$ cat src/inc/csf_pkg.sv
package csf_pkg;
    // Register indices on the plain register port
    localparam logic [3:0] REG_STATUS = 4'h0;
    localparam logic [3:0] REG_CORE_CTRL = 4'h1;
    localparam logic [3:0] REG_INT_CTRL_ONE = 4'h2;
    localparam logic [3:0] REG_IRQ_STATUS = 4'h3;
    localparam logic [3:0] REG_IRQ_MASK = 4'h4;
    localparam logic [3:0] REG_EFF_PRIORITY = 4'h5;

    // Status word field positions, plus the core control top bit and the nesting disable bit
    localparam int BIT_ACC_A_CLIP = 13;
    localparam int BIT_ACC_B_CLIP = 12;
    localparam int BIT_ACC_CLIP_COMBINED = 11;
    localparam int BIT_PRIO_HI = 7;
    localparam int BIT_PRIO_LO = 5;
    localparam int BIT_LOOP_RUNNING = 4;
    localparam int BIT_NEGATIVE = 3;
    localparam int BIT_SIGNED_WRAP = 2;
    localparam int BIT_ZERO = 1;
    localparam int BIT_CARRY = 0;
    localparam int BIT_PRIO_TOP = 3;
    localparam int BIT_NESTING_DISABLE = 15;

    localparam logic [2:0] PRIO_MAX = 3'h7;
    localparam logic [15:0] STATUS_RESET = 16'h0000;
    localparam logic [15:0] CORE_CTRL_RESET = 16'h0000;
    localparam logic [15:0] INT_CTRL_ONE_RESET = 16'h0000;

    // Interrupt event bits
    localparam int EV_WRAP = 0;
    localparam int EV_CARRY = 1;
    localparam int EV_LOOP_END = 2;
    localparam int EV_CLIP = 3;
    localparam int EV_WIDTH = 4;

    // Flag update from the execution unit
    typedef struct packed {
        logic valid;
        logic [15:0] result;
        logic carry;
        logic signedWrap;
        logic updNegative;
        logic updSignedWrap;
        logic updZero;
        logic updCarry;
    } csf_alu_s;

    typedef struct packed {
        logic accAClip;
        logic accBClip;
    } csf_clip_s;
endpackage

$ cat src/csf_status_flags.sv
// Chosen here: the address map and the strobed register port.
`timescale 1ns/1ps
// Functional notes
// - Status bits 7..5 hold the priority field, codes 0..7 meaning levels 0..7.
// - Priority field at 7 with the top priority bit clear blocks user interrupts.
// - Effective priority is the top bit from core control bit 3 over the field.
// - A set top priority bit blocks user interrupts whatever the field holds.
// - Software writes to the priority field are ignored while nesting disable is set.
// - Status bit 4 is high while a repeat loop runs, low otherwise.
// - Status bit 3 is set for a negative result and cleared otherwise.
// - Status bit 2 is set on signed overflow and cleared otherwise.
// - Status bit 1 is cleared by a non-zero result and may stay set until then.
// - Status bit 0 is set on carry out of the top bit and cleared otherwise.
// - A data write may change both clip flags directly or clear them via the combined bit.
module csf_status_flags (
    input wire logic ref_clk,
    input wire logic reset,
    input wire logic [3:0] regAddr,
    input wire logic [15:0] regWrData,
    input wire logic regWrite,
    input wire logic regRead,
    output logic [15:0] regRdData,
    input wire csf_pkg::csf_alu_s aluUpdate,
    input wire csf_pkg::csf_clip_s clipSet,
    input wire logic loopRunning,
    output logic [15:0] cpuStatusWord,
    output logic [3:0] effPriority,
    output logic userIrqBlocked,
    output logic irq
);
    logic [15:0] status;
    logic [15:0] coreControl;
    logic [15:0] intControlOne;
    logic [3:0] irqStatus;
    logic [3:0] irqMask;
    logic prevLoop;
    logic [15:0] next_status;
    logic [15:0] next_coreControl;
    logic [15:0] next_intControlOne;
    logic [3:0] next_irqStatus;
    logic [3:0] next_irqMask;
    logic [15:0] next_regRdData;
    logic [3:0] next_effPriority;
    logic next_userIrqBlocked;
    logic next_irq;
    logic [3:0] events;

    function automatic logic hit(input logic [3:0] idx);
        hit = regWrite && (regAddr == idx);
    endfunction

    always_comb begin
        next_status = status;
        next_coreControl = coreControl;
        next_intControlOne = intControlOne;
        next_irqMask = irqMask;
        // Software write first so the hardware update below wins in the same cycle
        if (hit(csf_pkg::REG_STATUS)) begin
            if (!intControlOne[csf_pkg::BIT_NESTING_DISABLE]) begin
                next_status[csf_pkg::BIT_PRIO_HI:csf_pkg::BIT_PRIO_LO] =
                    regWrData[csf_pkg::BIT_PRIO_HI:csf_pkg::BIT_PRIO_LO];
            end
            next_status[csf_pkg::BIT_NEGATIVE:csf_pkg::BIT_CARRY] =
                regWrData[csf_pkg::BIT_NEGATIVE:csf_pkg::BIT_CARRY];
            next_status[csf_pkg::BIT_ACC_A_CLIP] = regWrData[csf_pkg::BIT_ACC_A_CLIP];
            next_status[csf_pkg::BIT_ACC_B_CLIP] = regWrData[csf_pkg::BIT_ACC_B_CLIP];
            if (!regWrData[csf_pkg::BIT_ACC_CLIP_COMBINED]) begin
                next_status[csf_pkg::BIT_ACC_A_CLIP] = 1'b0;
                next_status[csf_pkg::BIT_ACC_B_CLIP] = 1'b0;
            end
        end
        if (aluUpdate.valid) begin
            if (aluUpdate.updNegative) begin
                next_status[csf_pkg::BIT_NEGATIVE] = aluUpdate.result[15];
            end
            if (aluUpdate.updSignedWrap) begin
                next_status[csf_pkg::BIT_SIGNED_WRAP] = aluUpdate.signedWrap;
            end
            if (aluUpdate.updZero && (aluUpdate.result != 16'h0000)) begin
                // A zero result leaves the sticky zero flag alone
                next_status[csf_pkg::BIT_ZERO] = 1'b0;
            end
            if (aluUpdate.updCarry) begin
                next_status[csf_pkg::BIT_CARRY] = aluUpdate.carry;
            end
        end
        if (clipSet.accAClip) begin
            next_status[csf_pkg::BIT_ACC_A_CLIP] = 1'b1;
        end
        if (clipSet.accBClip) begin
            next_status[csf_pkg::BIT_ACC_B_CLIP] = 1'b1;
        end
        next_status[csf_pkg::BIT_LOOP_RUNNING] = loopRunning;
        next_status[csf_pkg::BIT_ACC_CLIP_COMBINED] =
            next_status[csf_pkg::BIT_ACC_A_CLIP] | next_status[csf_pkg::BIT_ACC_B_CLIP];
        if (hit(csf_pkg::REG_CORE_CTRL)) begin
            next_coreControl = regWrData;
        end
        if (hit(csf_pkg::REG_INT_CTRL_ONE)) begin
            next_intControlOne = regWrData;
        end
        if (hit(csf_pkg::REG_IRQ_MASK)) begin
            next_irqMask = regWrData[3:0];
        end
    end

    always_comb begin
        events = '0;
        events[csf_pkg::EV_WRAP] = aluUpdate.valid && aluUpdate.updSignedWrap
            && aluUpdate.signedWrap;
        events[csf_pkg::EV_CARRY] = aluUpdate.valid && aluUpdate.updCarry && aluUpdate.carry;
        events[csf_pkg::EV_LOOP_END] = prevLoop && !loopRunning;
        events[csf_pkg::EV_CLIP] = clipSet.accAClip || clipSet.accBClip;
        next_irqStatus = irqStatus;
        if (hit(csf_pkg::REG_IRQ_STATUS)) begin
            next_irqStatus = irqStatus & ~regWrData[3:0];
        end
        // Set beats clear in the same cycle
        next_irqStatus = next_irqStatus | events;
        next_irq = |(next_irqStatus & next_irqMask);
    end

    always_comb begin
        // Effective priority and blocking are built from the next state, so they change in the same cycle as the registered state
        next_effPriority = {next_coreControl[csf_pkg::BIT_PRIO_TOP],
            next_status[csf_pkg::BIT_PRIO_HI:csf_pkg::BIT_PRIO_LO]};
        next_userIrqBlocked = next_coreControl[csf_pkg::BIT_PRIO_TOP]
            || (next_status[csf_pkg::BIT_PRIO_HI:csf_pkg::BIT_PRIO_LO]
                == csf_pkg::PRIO_MAX);
        next_regRdData = 16'h0000;
        if (regRead) begin
            unique case (regAddr)
                csf_pkg::REG_STATUS: next_regRdData = status;
                csf_pkg::REG_CORE_CTRL: next_regRdData = coreControl;
                csf_pkg::REG_INT_CTRL_ONE: next_regRdData = intControlOne;
                csf_pkg::REG_IRQ_STATUS: next_regRdData = {12'h000, irqStatus};
                csf_pkg::REG_IRQ_MASK: next_regRdData = {12'h000, irqMask};
                csf_pkg::REG_EFF_PRIORITY: next_regRdData = {12'h000, effPriority};
                default: next_regRdData = 16'h0000;
            endcase
        end
    end

    always_ff @(posedge ref_clk) begin
        if (reset) begin
            status <= csf_pkg::STATUS_RESET;
            coreControl <= csf_pkg::CORE_CTRL_RESET;
            intControlOne <= csf_pkg::INT_CTRL_ONE_RESET;
            irqStatus <= '0;
            irqMask <= '0;
            prevLoop <= 1'b0;
            regRdData <= 16'h0000;
            cpuStatusWord <= csf_pkg::STATUS_RESET;
            effPriority <= 4'h0;
            userIrqBlocked <= 1'b0;
            irq <= 1'b0;
        end else begin
            status <= next_status;
            coreControl <= next_coreControl;
            intControlOne <= next_intControlOne;
            irqStatus <= next_irqStatus;
            irqMask <= next_irqMask;
            prevLoop <= loopRunning;
            regRdData <= next_regRdData;
            cpuStatusWord <= next_status;
            effPriority <= next_effPriority;
            userIrqBlocked <= next_userIrqBlocked;
            irq <= next_irq;
        end
    end
endmodule // csf_status_flags
$ cat config.mk
export PLATFORM = sky130hd
export DESIGN_NAME = csf_status_flags
export DESIGN_NICKNAME = d
export VERILOG_FILES = /design/src/inc/csf_pkg.sv /design/src/csf_status_flags.sv
export SDC_FILE = /design/constraint.sdc
export NUM_CORES = 1
export LEC_CHECK = 0
export ABC_AREA = 1
export BUFFER_PORTS_ARGS = -buffer_cell sky130_fd_sc_hd__clkbuf_2
export CORE_UTILIZATION = 46
export DETAILED_ROUTE_END_ITERATION = 8
export PLACE_DENSITY = 0.83
export SYNTH_ARGS = -nofsm -noshare
export SYNTH_HDL_FRONTEND = slang
export SYNTH_SLANG_ARGS = --single-unit
$ cat constraint.sdc
create_clock -name ref_clk -period 1 [get_ports ref_clk]
set_clock_uncertainty 0.05 [all_clocks]
set_input_delay 0.1 -clock ref_clk [delete_from_list [all_inputs] [get_ports ref_clk]]
set_output_delay 0.1 -clock ref_clk [all_outputs]
set_load 0.005 [all_outputs]
Word level (Yosys, flattened, before mapping)
Index checks and enable logic that the tools add are counted.
{"block": "totals", "ff_bits": 74, "output_inout_bits": 38, "ram_bits": 0, "romBits": 0, "memories": 0, "latch_bits": 0, "word_cells": 57}
{"block": "classes", "n_shift": 0, "n_mul": 0, "n_eq_ne": 6, "n_reduce_logical": 18, "order_cmp": 0, "add_sub_neg": 0, "div": 0, "n_bitwise": 6, "muxes": 16}
{"op": "$pmux W16 S6", "n": 1}
{"op": "$mux W4", "n": 5}
{"op": "$reduce_bool A16 Y1", "n": 1}
{"op": "$logic_and A1 B1 Y1", "n": 11}
{"op": "$and A4 B4 Y4", "n": 2}
{"op": "$eq A4 B2 Y1 const B", "n": 2}
{"op": "$eq A4 B3 Y1 const B", "n": 2}
{"op": "$mux W1", "n": 6}
{"op": "$mux W3", "n": 2}
{"op": "$eq A4 B1 Y1 const B", "n": 1}
{"op": "$logic_not A4 Y1", "n": 1}
{"op": "$mux W2", "n": 2}
{"op": "$not A4 Y4", "n": 1}
{"op": "$or A4 B4 Y4", "n": 1}
{"op": "$reduce_or A4 Y1", "n": 1}
{"op": "$eq A3 B3 Y1 const B", "n": 1}
{"op": "$logic_or A1 B1 Y1", "n": 2}
{"op": "$reduce_or A2 Y1", "n": 1}
{"op": "$logic_not A1 Y1", "n": 1}
{"op": "$not A1 Y1", "n": 1}
{"op": "$or A1 B1 Y1", "n": 1}

Longest topological paths before layout
{"block": "logic_depth", "ltp_word": 6, "ltp_mapped": 9}

Worst setup path after synthesis
No wires, ideal clock.
{"block": "synth_timing", "path_type": "input to register", "start": "input port regWrite", "end": "register status[11]", "arrival_ns": 0.901, "setup_time_ns": 0.114, "path_slack_ns": -0.064, "n_path_buf": 1, "stages": 8, "required_time_ns": 0.836, "path_cell_list": "buf_2 inv_1 nor2_8 inv_1 a21oi_1 nand2_1 nand2_1 nand2_1"}
{"block": "synth_via", "elab_chain_cells": 4}
{"item": "from (decl)", "line": "csf_status_flags.sv:20", "rtl": "input wire logic regWrite,"}
{"item": "$logic_and A1 B1 Y1 (*)", "line": "csf_status_flags.sv:49", "rtl": "hit = regWrite && (regAddr == idx);"}
{"item": "$mux W2 (*)", "line": "csf_status_flags.sv:58", "rtl": "if (hit(csf_pkg::REG_STATUS)) begin"}
{"item": "$mux W1, on equally long branches", "line": "csf_status_flags.sv:87, csf_status_flags.sv:90"}
{"item": "$or A1 B1 Y1 (*)", "line": "csf_status_flags.sv:95", "rtl": "next_status[csf_pkg::BIT_ACC_A_CLIP] | next_status[csf_pkg::BIT_ACC_B_CLIP];"}
{"item": "to (signal assigned)", "line": "csf_status_flags.sv:146", "rtl": "status <= csf_pkg::STATUS_RESET;"}
{"item": "to (signal assigned)", "line": "csf_status_flags.sv:158", "rtl": "status <= next_status;"}
{"item": "to (decl)", "line": "csf_status_flags.sv:31", "rtl": "logic [15:0] status;"}
Every way passes the cells marked *; elsewhere a longest branch is shown, timed or not.
A chain may end at the register's enable or synchronous reset.

Worst setup path in the final report
{"block": "layout_timing", "start": "register effPriority[2]", "end": "output port effPriority[2]"}
{"item": "from (decl)", "line": "csf_status_flags.sv:27", "rtl": "output logic [3:0] effPriority,"}
{"item": "from (signal assigned)", "line": "csf_status_flags.sv:166", "rtl": "effPriority <= next_effPriority;"}
No word-level cell between the ends.

==> results.json <==
{
  "status": "finished with violations",
  "violations": "setup timing",
  "yosys_warnings": 0,
  "power_mw": 5.47,
  "yosys.area_share.simple_pct": 23.0,
  "fill_cells": 515,
  "start_kind": "register",
  "vias_per_cell": 5.07,
  "drc": 0,
  "numCtsBuffers": 9,
  "die_h_um": 83.2,
  "slew_viol_final": 0,
  "cts_tree": "done",
  "hp-class": "in -> reg",
  "synth_mux_area_share_pct": 0,
  "finalHoldViolCount": 0,
  "synth-seq-cells": 69,
  "path_clk_slew_ns": 0.07,
  "drt_pre_antenna_iters": 4,
  "synth-seq-area-share_pct": 45.6,
  "vias": 3061,
  "wl_per_cell_um": 13.0,
  "p_per_area_nw_per_um2": 1370,
  "core_um2": 6350,
  "maxCapViolCount": 0,
  "dp_hpwl_mm": 5.63,
  "critPathKind": "reg -> out",
  "fin_crit_ns": 1.07,
  "synthAdderAreaFrac_pct": 0,
  "initial_core_util_pct": 47.7,
  "ir_worst_vdd_mv": 0.801,
  "slowest_delay_ns": 0.37,
  "clock-sinks": 69,
  "antenna_left": 0,
  "grt_max_degree": 27,
  "synth-xor-area-share_pct": 0,
  "grt_pass1_vias": 2894,
  "root_buffer": "clkbuf_8",
  "fin_util_pct": 63.1,
  "setup_viol": 7,
  "fin_nets": 572,
  "antenna_cells": 0,
  "wirelength_mm": 7.88,
  "syn2layout_area_growth_pct": 32.3,
  "synth_top_family_by_area": "simple AND/OR/NAND/NOR gates",
  "fin_tns_setup_ns": -0.322,
  "synth_compound_area_share_pct": 18.3,
  "clk_latency_ns": 0.34,
  "synthDistinctLibCells": 31,
  "max_freq_mhz": 933,
  "overflow": 0,
  "crit_path_end_kind": "output pin",
  "num_rows": 29,
  "htreeDepth": 3,
  "cts.path.max_buffers": 2,
  "die-area_um2": 6910,
  "crit_chain": "buf_6, buf_6",
  "gp_congestion": 0.903,
  "syn_area_um2": 3030,
  "reg2reg_slack_ns": -0.02,
  "portBuffers": 82,
  "grt_pass1_wl_mm": 12.9,
  "grtUsageTotal_pct": 23.4,
  "crit_family": "flip-flops",
  "min_period_over_period_pct": 107,
  "p_leak_nw": 1.84,
  "drive_above_1_share_pct": 33.2,
  "multi_input_area_um2": 1290,
  "critPathMaxFanout": 2,
  "setup_ws_ns": -0.0723,
  "syn-instance-count": 409,
  "worst_path_most_repeated_cell": "buf_6",
  "rsz0062_at_grt": "yes",
  "seqCellArea_um2": 1400,
  "ios": 88,
  "antenna_found_initial": 0,
  "syn_avg_cell_area_um2": 7.41,
  "drt-initial-drc-count": 295,
  "required_ns": 0.85,
  "die_w_um": 83.2,
  "worstPathArrival_ns": 0.92,
  "crit_buf_inv": 2,
  "slowest_stage": "dfxtp_4"
}
==> routing by layer <==
metal	part of all wire, %	global-route usage (%)	vias to the layer above
met5	0	0	-
met4	3.5	14.7	0
met3	6.9	4.17	25
met2	48	38.2	118
met1	42	28.5	1380
li1	-	-	1538
==> Yosys cell counts (all sizes together) <==
cell | instances | area share (%)
nand3 | 26 | 5.0
clkinv | 1 | 0.12
nor2 | 34 | 5.6
o21ai | 44 | 7.4
buf | 23 | 5.3
a21oi | 45 | 7.4
conb | 1 | 0.12
dfxtp | 69 | 46
o211ai | 3 | 0.91
clkbuf | 3 | 0.37
nand4 | 6 | 1.2
a31oi | 3 | 0.62
o22ai | 5 | 1.0
o221ai | 3 | 0.87
nand2 | 83 | 11
nor3 | 2 | 0.33
inv | 58 | 7.2
==> worst paths after layout <==
path / start / end / cells after the start
worst max-delay path: effPriority[2] / effPriority[2] / 2
worst min-delay path: clipSet[0] / status[12] / 5
worst max register to register: irqStatus[3] / irq / 8
worst min register to register: intControlOne[1] / intControlOne[1] / 2
==> tightest hold or removal path, delay by kind of cell <==
family	cells	cell delay [ns]
buffers and inverters	2	0.14
and+or+nand+nor	2	0.10
AOI/OAI and AO/OA	1	0.04
==> final cells by class <==
cell class              count  share of cell area, %
clock buffers              12                   3.87
clock inverters             4                  0.562
inverters                  59                   5.72
multi-input cells         259                   32.1
flip-flops and latches     69                   34.9
well taps                  77                   2.40
repair buffers            124                   20.4
==> cells by family after synthesis <==
kind of cell | count (synthesis)
compound gates | 103
flops | 69
buf+inv | 85
simple gates | 151
other cells | 1
==> power by group <==
group | internal, mW | total [mW] | leakage, nW | switching [mW]
Sequential | 2.81 | 2.85 | 0.564 | 0.0351
Combinational | 0.252 | 0.579 | 1.18 | 0.327
Clock | 1.02 | 2.05 | 0.0921 | 1.02
Total | 4.09 | 5.47 | 1.84 | 1.39
==> what timing repair did <==
action / in CTS / in global routing
pin swaps: 1 / 10
setup endpoints to repair: 13 / 17
buffers inserted: 2 / 3
hold buffers: 7 / 0
resized for setup: 14 / 23
gates cloned: 0 / 0
endpoints found under the hold margin: 11 / 0
==> per-stage QoR <==
step / std cells / setup WS [ns] / hold slack, ns / cell area [um2]
floorplan: 413 / -0.0182 / 0.175 / 3060
global placement: 577 / -0.193 / 0.271 / 3650
detailed placement: 577 / -0.223 / 0.279 / 3650
CTS: 602 / -0.0408 / 0.00695 / 3940
global route: 604 / -0.119 / 0.0281 / 4010
finish: 604 / -0.0723 / 0.0149 / 4010
==> sequential cells by signal, indices dropped and copies added (netlist names) <==
register and cells:
coreControl 15, regRdData 16, irqStatus 4, intControlOne 16
irqMask 4, status 8, irq 1, effPriority 4
userIrqBlocked 1
==> placed cells by master (no fill, tap or decap), types with 4 or more instances in the layout <==
cell type      Yosys  final
a21oi_1           45     45
clkbuf_8           0     11
dfxtp_2            0     11
clkbuf_2           0     78
nor2_1            29     27
nand2_2            2      4
dlygate4sd3_1      0      7
inv_2              6      7
conb_1             1      5
nand3_1           22     22
o21ai_1           12     15
o22ai_1            5      5
inv_1             52     48
nand4_1            6      6
buf_4             12     29
nand2_1           79     77
dfxtp_1           69     57
nand3_2            4      4
o21ai_0           31     26
buf_6              1      7
(Power assumes the default switching activity.)
